[src/core/bus_timeout_defines.svh]
// Purpose: Offsets, field positions, reset values and counts of the
//          bus time-out watchdog.
// Assumes: 32-bit APB data, one register per aligned word.
// Notes:   Definitions only.
`ifndef BUS_TIMEOUT_DEFINES_SVH
`define BUS_TIMEOUT_DEFINES_SVH

// ************************************************************
// Register byte offsets
// ************************************************************
`define TOUT_CTRL_OFF 12'h000
`define TOUT_IRQ_STATUS_OFF 12'h004
`define TOUT_IRQ_MASK_OFF 12'h008
`define TOUT_STATE_OFF 12'h00C

// ************************************************************
// Control register fields and reset values
// ************************************************************
`define TOUT_ENABLE_BIT 7
`define TOUT_FLAG_BIT 6
`define TOUT_SEL_MSB 5
`define TOUT_SEL_LSB 0
`define TOUT_CTRL_RESET 8'h00

// Interrupt status and mask bit positions
`define TOUT_IRQ_TIMEOUT_BIT 0
`define TOUT_IRQ_MATCH_BIT 1
`define TOUT_IRQ_RESET 2'h0

// ************************************************************
// Timing counts
// ************************************************************
`define TOUT_SUB_DIVIDE 32
`define TOUT_PERIOD_CHOICES 64

`endif

[src/core/bus_timeout_pkg.sv]
// Purpose: Types shared by the bus time-out watchdog.
// Assumes: Constants live in bus_timeout_defines.svh.
// Notes:   States are Gray coded along idle, armed, counting.
package bus_timeout_pkg;

    typedef enum logic [1:0]
    {
        WATCH_IDLE = 2'b00,
        WATCH_ARMED = 2'b01,
        WATCH_COUNTING = 2'b11
    } watch_state_type;

endpackage : bus_timeout_pkg

[src/core/i2c_slave_bus_timeout.sv]
// Purpose: Time-out watchdog beside an I2C slave interface, with APB
//          registers and a level interrupt.
// Assumes: scl_in/sda_in come from the pads; address_match_pulse comes
//          from the slave core; sub_clock_tick is one pclk pulse per
//          subsystem clock period.
// Notes:   On time-out core_reset_pulse resets the slave state machine
//          and control register one in the core.
// Functional notes
// - Counting starts on START followed by own address match.
// - Every SCL falling edge clears the running count to zero.
// - Time-out when elapsed time exceeds the programmed period.
// - A STOP condition stops counting.
// - On overflow: counter halts, enable clears, flag sets.
// - A time-out raises the shared I2C interrupt.
// - Time-out resets slave state machine and control register one only.
// - Software clears the flag by writing; otherwise it stays set.
// - Six-bit select: period is (select+1) times 32 subsystem clocks.
// - Counter advances once per subsystem clock divided by 32.
// - Bit 7 enables the time-out function.
// - Bit 6 is the time-out flag.
//
// Decided for this implementation: the register offsets and register access over APB.
`timescale 1ns/1ps
`include "bus_timeout_defines.svh"

module i2c_slave_bus_timeout #(
    parameter int SUB_DIVIDE = `TOUT_SUB_DIVIDE
)
(
    input wire logic pclk,
    input wire logic presetn,
    input wire logic psel,
    input wire logic penable,
    input wire logic pwrite,
    input wire logic [11:0] paddr,
    input wire logic [31:0] pwdata,
    output logic [31:0] prdata,
    output logic pready,
    output logic pslverr,
    input wire logic scl_in,
    input wire logic sda_in,
    input wire logic address_match_pulse,
    input wire logic sub_clock_tick,
    output logic core_reset_pulse,
    output logic irq
);

    localparam int DIV_W = $clog2(SUB_DIVIDE);
    localparam logic [DIV_W-1:0] DIV_LAST = DIV_W'(SUB_DIVIDE - 1);

    // ************************************************************
    // Pin synchronisers and bus condition detection
    // ************************************************************
    logic scl_meta_q;
    logic scl_sync_q;
    logic scl_prev_q;
    logic sda_meta_q;
    logic sda_sync_q;
    logic sda_prev_q;

    always_ff @(posedge pclk or negedge presetn)
    begin
        if (!presetn)
        begin
            scl_meta_q <= 1'b1;
            scl_sync_q <= 1'b1;
            scl_prev_q <= 1'b1;
            sda_meta_q <= 1'b1;
            sda_sync_q <= 1'b1;
            sda_prev_q <= 1'b1;
        end
        else
        begin
            scl_meta_q <= scl_in;
            scl_sync_q <= scl_meta_q;
            scl_prev_q <= scl_sync_q;
            sda_meta_q <= sda_in;
            sda_sync_q <= sda_meta_q;
            sda_prev_q <= sda_sync_q;
        end
    end

    // Only the second stage and its delayed copy feed any gate
    wire scl_fall = scl_prev_q & ~scl_sync_q;
    wire scl_held_high = scl_prev_q & scl_sync_q;
    wire start_seen = scl_held_high & sda_prev_q & ~sda_sync_q;
    wire stop_seen = scl_held_high & ~sda_prev_q & sda_sync_q;

    // ************************************************************
    // APB decode
    // ************************************************************
    logic [7:0] ctrl_q;
    logic [1:0] irq_status_q;
    logic [1:0] irq_mask_q;
    logic [31:0] prdata_q;
    logic pslverr_q;

    wire setup_phase = psel & ~penable;
    wire access_done = psel & penable;
    wire hit_ctrl = paddr == `TOUT_CTRL_OFF;
    wire hit_status = paddr == `TOUT_IRQ_STATUS_OFF;
    wire hit_mask = paddr == `TOUT_IRQ_MASK_OFF;
    wire hit_state = paddr == `TOUT_STATE_OFF;
    wire addr_mapped = hit_ctrl | hit_status | hit_mask | hit_state;
    wire wr_ctrl = access_done & pwrite & hit_ctrl;
    wire wr_status = access_done & pwrite & hit_status;
    wire wr_mask = access_done & pwrite & hit_mask;

    wire enable_bit = ctrl_q[`TOUT_ENABLE_BIT];
    wire [5:0] period_sel = ctrl_q[`TOUT_SEL_MSB:`TOUT_SEL_LSB];

    // ************************************************************
    // Watchdog state and counter
    // ************************************************************
    bus_timeout_pkg::watch_state_type state_q;
    bus_timeout_pkg::watch_state_type state_d;
    logic [DIV_W-1:0] div_q;
    logic [6:0] count_q;
    logic timeout_pulse_q;

    wire counting = state_q == bus_timeout_pkg::WATCH_COUNTING;
    // Divided tick restarts at each SCL fall so every interval is whole
    wire div_tick = sub_clock_tick & (div_q == DIV_LAST);
    wire period_hit = counting & div_tick & ~scl_fall &
        (count_q == {1'b0, period_sel});
    wire timeout_event = period_hit & enable_bit;

    always_comb
    begin
        state_d = state_q;
        case (state_q)
            bus_timeout_pkg::WATCH_IDLE:
                if (start_seen)
                    state_d = bus_timeout_pkg::WATCH_ARMED;
            bus_timeout_pkg::WATCH_ARMED:
                if (stop_seen)
                    state_d = bus_timeout_pkg::WATCH_IDLE;
                else if (address_match_pulse)
                    state_d = bus_timeout_pkg::WATCH_COUNTING;
            bus_timeout_pkg::WATCH_COUNTING:
                if (stop_seen || timeout_event)
                    state_d = bus_timeout_pkg::WATCH_IDLE;
                else if (start_seen)
                    state_d = bus_timeout_pkg::WATCH_ARMED;
            default:
                state_d = bus_timeout_pkg::WATCH_IDLE;
        endcase
        if (!enable_bit)
            state_d = bus_timeout_pkg::WATCH_IDLE;
    end

    always_ff @(posedge pclk or negedge presetn)
    begin
        if (!presetn)
            state_q <= bus_timeout_pkg::WATCH_IDLE;
        else
            state_q <= state_d;
    end

    always_ff @(posedge pclk or negedge presetn)
    begin
        if (!presetn)
        begin
            div_q <= '0;
            count_q <= 7'h00;
        end
        else if (!counting || scl_fall)
        begin
            div_q <= '0;
            count_q <= 7'h00;
        end
        else if (sub_clock_tick)
        begin
            div_q <= div_tick ? '0 : div_q + 1'b1;
            if (div_tick)
                count_q <= count_q + 7'h01;
        end
    end

    always_ff @(posedge pclk or negedge presetn)
    begin
        if (!presetn)
            timeout_pulse_q <= 1'b0;
        else
            timeout_pulse_q <= timeout_event;
    end

    assign core_reset_pulse = timeout_pulse_q;

    // ************************************************************
    // Registers
    // ************************************************************
    // Hardware set of the flag wins over a software write of zero
    wire [7:0] ctrl_wr = wr_ctrl ? pwdata[7:0] : ctrl_q;
    wire [7:0] ctrl_d = timeout_event ?
        {1'b0, 1'b1, ctrl_wr[5:0]} : ctrl_wr;

    always_ff @(posedge pclk or negedge presetn)
    begin
        if (!presetn)
            ctrl_q <= `TOUT_CTRL_RESET;
        else
            ctrl_q <= ctrl_d;
    end

    wire [1:0] irq_events = {address_match_pulse, timeout_event};
    wire [1:0] status_clear = wr_status ? pwdata[1:0] : 2'h0;

    always_ff @(posedge pclk or negedge presetn)
    begin
        if (!presetn)
        begin
            irq_status_q <= `TOUT_IRQ_RESET;
            irq_mask_q <= `TOUT_IRQ_RESET;
        end
        else
        begin
            irq_status_q <= (irq_status_q & ~status_clear) | irq_events;
            if (wr_mask)
                irq_mask_q <= pwdata[1:0];
        end
    end

    assign irq = |(irq_status_q & irq_mask_q);

    wire [31:0] read_mux =
        hit_ctrl ? {24'h000000, ctrl_q} :
        hit_status ? {30'h00000000, irq_status_q} :
        hit_mask ? {30'h00000000, irq_mask_q} :
        hit_state ? {16'h0000, 1'b0, count_q, 6'h00, state_q} :
        32'h00000000;

    // Read data is captured in setup so the answer comes from a flop
    always_ff @(posedge pclk or negedge presetn)
    begin
        if (!presetn)
        begin
            prdata_q <= 32'h00000000;
            pslverr_q <= 1'b0;
        end
        else if (setup_phase)
        begin
            prdata_q <= pwrite ? 32'h00000000 : read_mux;
            pslverr_q <= ~addr_mapped;
        end
    end

    assign prdata = prdata_q;
    assign pslverr = pslverr_q & access_done;
    assign pready = 1'b1;

    // ************************************************************
    // Assertions
    // ************************************************************
    start_count_a: assert property (
        @(posedge pclk) disable iff (!presetn)
        state_q == bus_timeout_pkg::WATCH_ARMED && address_match_pulse &&
        !stop_seen && enable_bit |=> counting)
        else $error("Counting did not start after address match");

    arm_on_start_a: assert property (
        @(posedge pclk) disable iff (!presetn)
        state_q == bus_timeout_pkg::WATCH_IDLE && start_seen && enable_bit
        |=> state_q == bus_timeout_pkg::WATCH_ARMED)
        else $error("START did not arm the watchdog");

    fall_clear_a: assert property (
        @(posedge pclk) disable iff (!presetn)
        scl_fall |=> count_q == 7'h00 && div_q == '0)
        else $error("SCL fall did not clear the count");

    expire_point_a: assert property (
        @(posedge pclk) disable iff (!presetn)
        core_reset_pulse |-> $past(count_q) == {1'b0, $past(period_sel)}
        && $past(div_q) == DIV_LAST)
        else $error("Time-out fired at the wrong count");

    stop_halts_a: assert property (
        @(posedge pclk) disable iff (!presetn)
        counting && stop_seen |=> !counting ##1 count_q == 7'h00)
        else $error("STOP did not stop counting");

    count_held_zero_a: assert property (
        @(posedge pclk) disable iff (!presetn)
        !counting |=> count_q == 7'h00 && div_q == '0)
        else $error("Count moved while not counting");

    overflow_side_a: assert property (
        @(posedge pclk) disable iff (!presetn)
        timeout_event |=> !ctrl_q[`TOUT_ENABLE_BIT] &&
        ctrl_q[`TOUT_FLAG_BIT] && !counting)
        else $error("Overflow did not halt, disable and flag");

    timeout_irq_a: assert property (
        @(posedge pclk) disable iff (!presetn)
        timeout_event && irq_mask_q[`TOUT_IRQ_TIMEOUT_BIT] |=> irq)
        else $error("Time-out raised no interrupt");

    timeout_status_a: assert property (
        @(posedge pclk) disable iff (!presetn)
        core_reset_pulse |-> irq_status_q[`TOUT_IRQ_TIMEOUT_BIT])
        else $error("Time-out left no status bit");

    reset_once_a: assert property (
        @(posedge pclk) disable iff (!presetn)
        core_reset_pulse |=> !core_reset_pulse)
        else $error("Core reset lasted more than one cycle");

    reset_to_idle_a: assert property (
        @(posedge pclk) disable iff (!presetn)
        core_reset_pulse |-> state_q == bus_timeout_pkg::WATCH_IDLE)
        else $error("Watch state not idle after time-out");

    flag_sticky_a: assert property (
        @(posedge pclk) disable iff (!presetn)
        ctrl_q[`TOUT_FLAG_BIT] && !wr_ctrl |=> ctrl_q[`TOUT_FLAG_BIT])
        else $error("Flag cleared without a write");

    select_kept_a: assert property (
        @(posedge pclk) disable iff (!presetn)
        timeout_event && !wr_ctrl |=> period_sel == $past(period_sel))
        else $error("Period select lost on time-out");

    tick_spacing_a: assert property (
        @(posedge pclk) disable iff (!presetn)
        counting && count_q == 7'h00 && !scl_fall ##1 count_q == 7'h01 |->
        $past(div_tick))
        else $error("Count advanced without a divided tick");

    count_step_a: assert property (
        @(posedge pclk) disable iff (!presetn)
        counting && div_tick && !scl_fall && !timeout_event |=>
        count_q == $past(count_q) + 7'h01)
        else $error("Divided tick did not advance the count");

    write_lands_a: assert property (
        @(posedge pclk) disable iff (!presetn)
        wr_ctrl && !timeout_event |=> ctrl_q == $past(pwdata[7:0]))
        else $error("Control write did not land");

    quiet_off_a: assert property (
        @(posedge pclk) disable iff (!presetn)
        !enable_bit |-> !timeout_event ##1 !counting)
        else $error("Watchdog active while disabled");

    disabled_idle_a: assert property (
        @(posedge pclk) disable iff (!presetn)
        !enable_bit |=> state_q == bus_timeout_pkg::WATCH_IDLE)
        else $error("Watch state left idle while disabled");

endmodule : i2c_slave_bus_timeout

[config.mk]
export PLATFORM = sky130hd
export DESIGN_NAME = i2c_slave_bus_timeout
export DESIGN_NICKNAME = d
export VERILOG_FILES = /design/src/core/bus_timeout_pkg.sv /design/src/core/i2c_slave_bus_timeout.sv
export VERILOG_INCLUDE_DIRS = /design/src /design/src/core
export SDC_FILE = /design/constraint.sdc
export NUM_CORES = 1
export LEC_CHECK = 0
export BUFFER_PORTS_ARGS = -buffer_cell sky130_fd_sc_hd__buf_2
export CORE_ASPECT_RATIO = 0.6
export CORE_MARGIN = 2
export CORE_UTILIZATION = 35
export DETAILED_ROUTE_END_ITERATION = 7
export GPL_ROUTABILITY_DRIVEN = 0
export PLACE_DENSITY = 0.66
export RECOVER_POWER = 25
export SLEW_MARGIN = 5
export SYNTH_ARGS = -nofsm -noshare
export SYNTH_HDL_FRONTEND = slang
export SYNTH_SLANG_ARGS = --single-unit
[constraint.sdc]
create_clock -name pclk -period 4.3 [get_ports pclk]
set_input_delay 0.215 -clock pclk [delete_from_list [all_inputs] [get_ports pclk]]
set_output_delay 0.215 -clock pclk [all_outputs]
set_load 0.02 [all_outputs]
Yosys cells after proc, flatten, opt, wreduce, memory -nomap -nowiden
Index checks and enable logic that the tools add are counted.

Register bits after elaboration: 66. Latch bits: 0. RAM bits: 0. Bits in read-only memories: 0. Input port bits: 53. Output and inout bits: 36. Logic and storage cells: 87. Memories: 0.

$add $sub $neg: 2. Multipliers: 0. Div/mod/pow operators: 0. Magnitude comparators: 0. Equality and inequality tests: 8. Shift operators: 0. Muxes and demuxes: 20. Bitwise operators: 31. Reduce and logical (&&, ||, !) cells: 10.

Operators with widths (count): $mux W15 (5); $eq A12 B4 Y1 const B (2); $mux W7 (3); $and A1 B1 Y1 (18); $mux W8 (2); $mux W5 (3); $eq A12 B3 Y1 const B (1); $logic_not A12 Y1 (1); $mux W2 (6); $add A7 B1 Y7 const B (1); $eq A7 B6 Y1 (1); $not A1 Y1 (6); $pmux W2 S3 (1); $reduce_bool A2 Y1 (3); $add A5 B1 Y5 const B (1); $eq A5 B5 Y1 const B (1); $and A2 B2 Y2 (2); $ne A4 B4 Y1 const B (1); $or A1 B1 Y1 (3); $eq A2 B1 Y1 const B (1); $eq A2 B2 Y1 const B (1); $logic_not A2 Y1 (1); $logic_or A1 B1 Y1 (2); $not A2 Y2 (1); other kinds (4) (4).

Depth between registers and ports, before layout
Depth in word-level cells: 10. Mapped depth: 8. Depth with buffers taken out: 8.

Worst setup path after synthesis
No wires, ideal clock.

Path type: register to register. Start point: register div_q[0]. End point: register state_q[0]. Library setup time: 0.122 ns. Arrival: 1.938 ns. Data required time: 4.178 ns. Setup slack: 2.241 ns. Cell stages (with the launch flop): 8. Buffers on the path: 0. Period minus slack after synthesis: 2.059 ns. Cell sequence: dfrtp_1 ha_1 and3_1 ha_1 and4b_1 nand4_1 or4_4 a32o_1.

Cells in the longest elaborated chain, start to end: 10.

RTL lines: start: declaration (RTL line i2c_slave_bus_timeout.sv:117) `logic [DIV_W-1:0] div_q;`; start signal: assignment (RTL line i2c_slave_bus_timeout.sv:174) `div_q <= div_tick ? '0 : div_q + 1'b1;`; $eq A5 B5 Y1 (RTL line i2c_slave_bus_timeout.sv:123) `wire div_tick = sub_clock_tick & (div_q == DIV_LAST);`; $and A1 B1 Y1 (RTL line i2c_slave_bus_timeout.sv:123); $and A1 B1 Y1 (3 in a row) (RTL line i2c_slave_bus_timeout.sv:124) `wire period_hit = counting & div_tick & ~scl_fall &`; $and A1 B1 Y1 (RTL line i2c_slave_bus_timeout.sv:126) `wire timeout_event = period_hit & enable_bit;`; $logic_or A1 B1 Y1 (RTL line i2c_slave_bus_timeout.sv:141) `if (stop_seen || timeout_event)`; $mux W2 (RTL line i2c_slave_bus_timeout.sv:141); $pmux W2 S3 (RTL line i2c_slave_bus_timeout.sv:131) `case (state_q)`; $mux W2 (RTL line i2c_slave_bus_timeout.sv:148) `if (!enable_bit)`; end signal: assignment (RTL line i2c_slave_bus_timeout.sv:155) `state_q <= bus_timeout_pkg::WATCH_IDLE;`; end signal: assignment (RTL line i2c_slave_bus_timeout.sv:157) `state_q <= state_d;`; end: declaration (RTL line i2c_slave_bus_timeout.sv:115) `bus_timeout_pkg::watch_state_type state_q;`.

Every way passes these cells. A chain may end at the register's enable or synchronous reset.

Worst setup path in the final report
Ends and elaborated chain as after synthesis.

==> impl_metrics.toml <==
[global_route]
grt_pass1_vias = 1511
grt_util_all_layers_pct = 13.56
grt_start_max_net_pins = 50
grt_pass1_wl_um = 7527
gr-total-overflow = 0
antenna_found_initial = 0

[die]
initial_core_util_pct = 35.79
die_h_um = 67.59
rows = 23
core_um2 = 6590
ios = 89
die_w_um = 110.0
dieArea_um2 = 7433

[timing]
final_hold_viol_count = 0
finalSetupViolations = 0
grt_setup_unrepaired = "no"
period_share_pct = 55.10
finalWorstSetupSlack_ps = 1931
final.setup_skew_ps = 9.128
slew_headroom_pct = -72.95
fmax_ghz = 0.4220
post-route-min-period_ps = 2369
worstMarginPinSlew_ps = 2594
finalSetupTns_ps = 0
slew_violations = 50

[critical_path]
crit_required_ps = 4490
reg2reg_depth = 7
ff2ff_setup_slack_ps = 1930
startpoint_type = "flip-flop"
critPathKind = "flip-flop to flip-flop"
startpoint = "div_q[0]"
r2r-start = "div_q[0]"
crit_fanout = 7
cp.arrival_ps = 2560
end_kind = "flip-flop"

[outcome]
outcome = "complete, but fails checks"
violations = "max-capacitance violations, max-slew violations"

[power]
leakagePower_nw = 1.396
ir_worst_vdd_mv = 0.1683
finalPower_mw = 0.8564
power_density_nw_per_um2 = 314.1

[cells_and_area]
fin_nets = 313
final_common_cell = "buf_2"
layout_common_cells = "buf_2, dfrtp_1, conb_1"
layout-drive-gt1-share_pct = 27.13
syn_to_final_growth_pct = 15.60
diodes = 0

[yosys]
synth.largest_area_cell = "dfrtp_1"
yosysWarnings = 0
synth_top_area_share_pct = 45.62
ys_types = 40
synth_cells = 211
ys_top_cells_by_area = "dfrtp_1, dfstp_2, buf_4, a22o_1, mux2i_1"
ys.flop_type = "dfrtp_1"
synth_area_per_cell_um2 = 11.18
async_flop_share_pct = 100.0
synth-edff-count = 0
ys_ff_latch = 49
syn_area_um2 = 2359
seq_area_frac_synth_pct = 52.31

[detailed_routing]
vias = 1608
wl_per_cell_um = 13.71
ant_nets = 0
drt-initial-drc-count = 66
first_pass_iters = 4
routed_wl_um = 4730
viasPerCell = 4.661
post-route-drc-count = 0

[cts]
clock-sinks = 49
cts_buffer_depth = 2
tritoncts = "yes"
htree_levels = 2
cts_root_buffer = "clkbuf_8"
post_cts_resized = 0
path_clk_slew_ps = 90
clk_latency_ps = 300
cts_buffers = 5

[placement]
place_ws_ps = 1940
dp_hpwl_um = 3507
port_buffers = 46

[run]
max_cap_violations = 1

[min_path]
hold_class = "input port to flip-flop"
whs_path_depth = 3
worstHoldStart = "pwdata[6]"
## cells in the mapped netlist, types with 2 or more instances
master and n:
nand3b_1 2, dfrtp_1 43, and4b_1 2, o31ai_1 4
nor3_1 2, buf_4 19, and3_1 6, conb_1 2
nor2_1 17, nor2b_1 3, a22o_1 14, mux2_2 6
o21ai_0 5, a21oi_1 4, xnor2_1 8, nand2b_1 5
inv_1 5, dfstp_2 6, nand4_1 4, nand3_1 2
nand4b_1 2, clkbuf_1 6, ha_1 3, mux2i_1 7
nand2_1 15, nor4_2 2, xor2_1 4
## registers in the layout (all words and copies together) (netlist names), 2 cells and up
register and cells:
div_q 5, irq_status_q 2, count_q 7, prdata 15
state_q 2, irq_mask_q 2, ctrl_q 8
## layout make-up
| cell class | instances | area (um2) |
|---|---|---|
| Tap cell | 87 | 108.9 |
| Clock inverter | 3 | 46.29 |
| Fill cell | 647 | 3864 |
| Clock buffer | 5 | 68.82 |
| Timing Repair Buffer | 48 | 249.0 |
| Multi-Input combinational cell | 148 | 1001 |
| Inverter | 5 | 18.77 |
| Sequential cell | 49 | 1234 |
## cells by family after synthesis
kind of cell / share of synthesized area, %
XOR/XNOR: 4.456
AO/OA/AOI/OAI: 10.19
AND/OR/NAND/NOR: 17.51
flip-flops: 52.31
adder cells (fa/ha/maj): 1.592
multiplexers: 5.835
buffers and inverters: 7.799
other: 0.3184
## critical path: stages (launching register included)
cell	delay, ps
dfrtp_1	390
ha_1	190
and3_1	160
ha_1	280
and4b_1	240
nand4_1	150
or4_4	620
a32o_1	230
## metal layers
layer	global-route usage, %	part of all wire (%)	vias up
met5	0	0	-
met3	4.247	6.5	5
li1	-	-	798
met4	4.114	0.87	0
met2	19.02	40	47
met1	19.78	53	758
## timing repair
action,4_1_cts,5_1_grt
setup buffers,0,0
hold buffers,2,0
endpoints found under the hold margin,2,0
## metrics by stage
stage	std cells	area [um2]	hold slack, ps	util [%]
floorplan	227	2419	-80.59	-
global placement	335	2592	319.9	39.34
detailed placement	335	2592	321.2	39.34
CTS	345	2728	134.5	41.39
global route	345	2726	145.7	41.37
finish	345	2726	146.6	41.37
## final timing paths
| check | endpoint |
|---|---|
| worst max-delay path | state_q[0] |
| worst min-delay path | ctrl_q[6] |
| worst max register to register | state_q[0] |
| worst min register to register | sda_sync_q |
| max in group asynchronous | irq_status_q[1] |
| min in group asynchronous | prdata[3] |
## report_power, final
group | internal (mW) | leakage (nW) | switching, mW
Combinational | 0.0158 | 0.687 | 0.0411
Sequential | 0.466 | 0.655 | 0.00219
Clock | 0.174 | 0.0543 | 0.157
No activity file was read; power rests on OpenSTA's default activity.
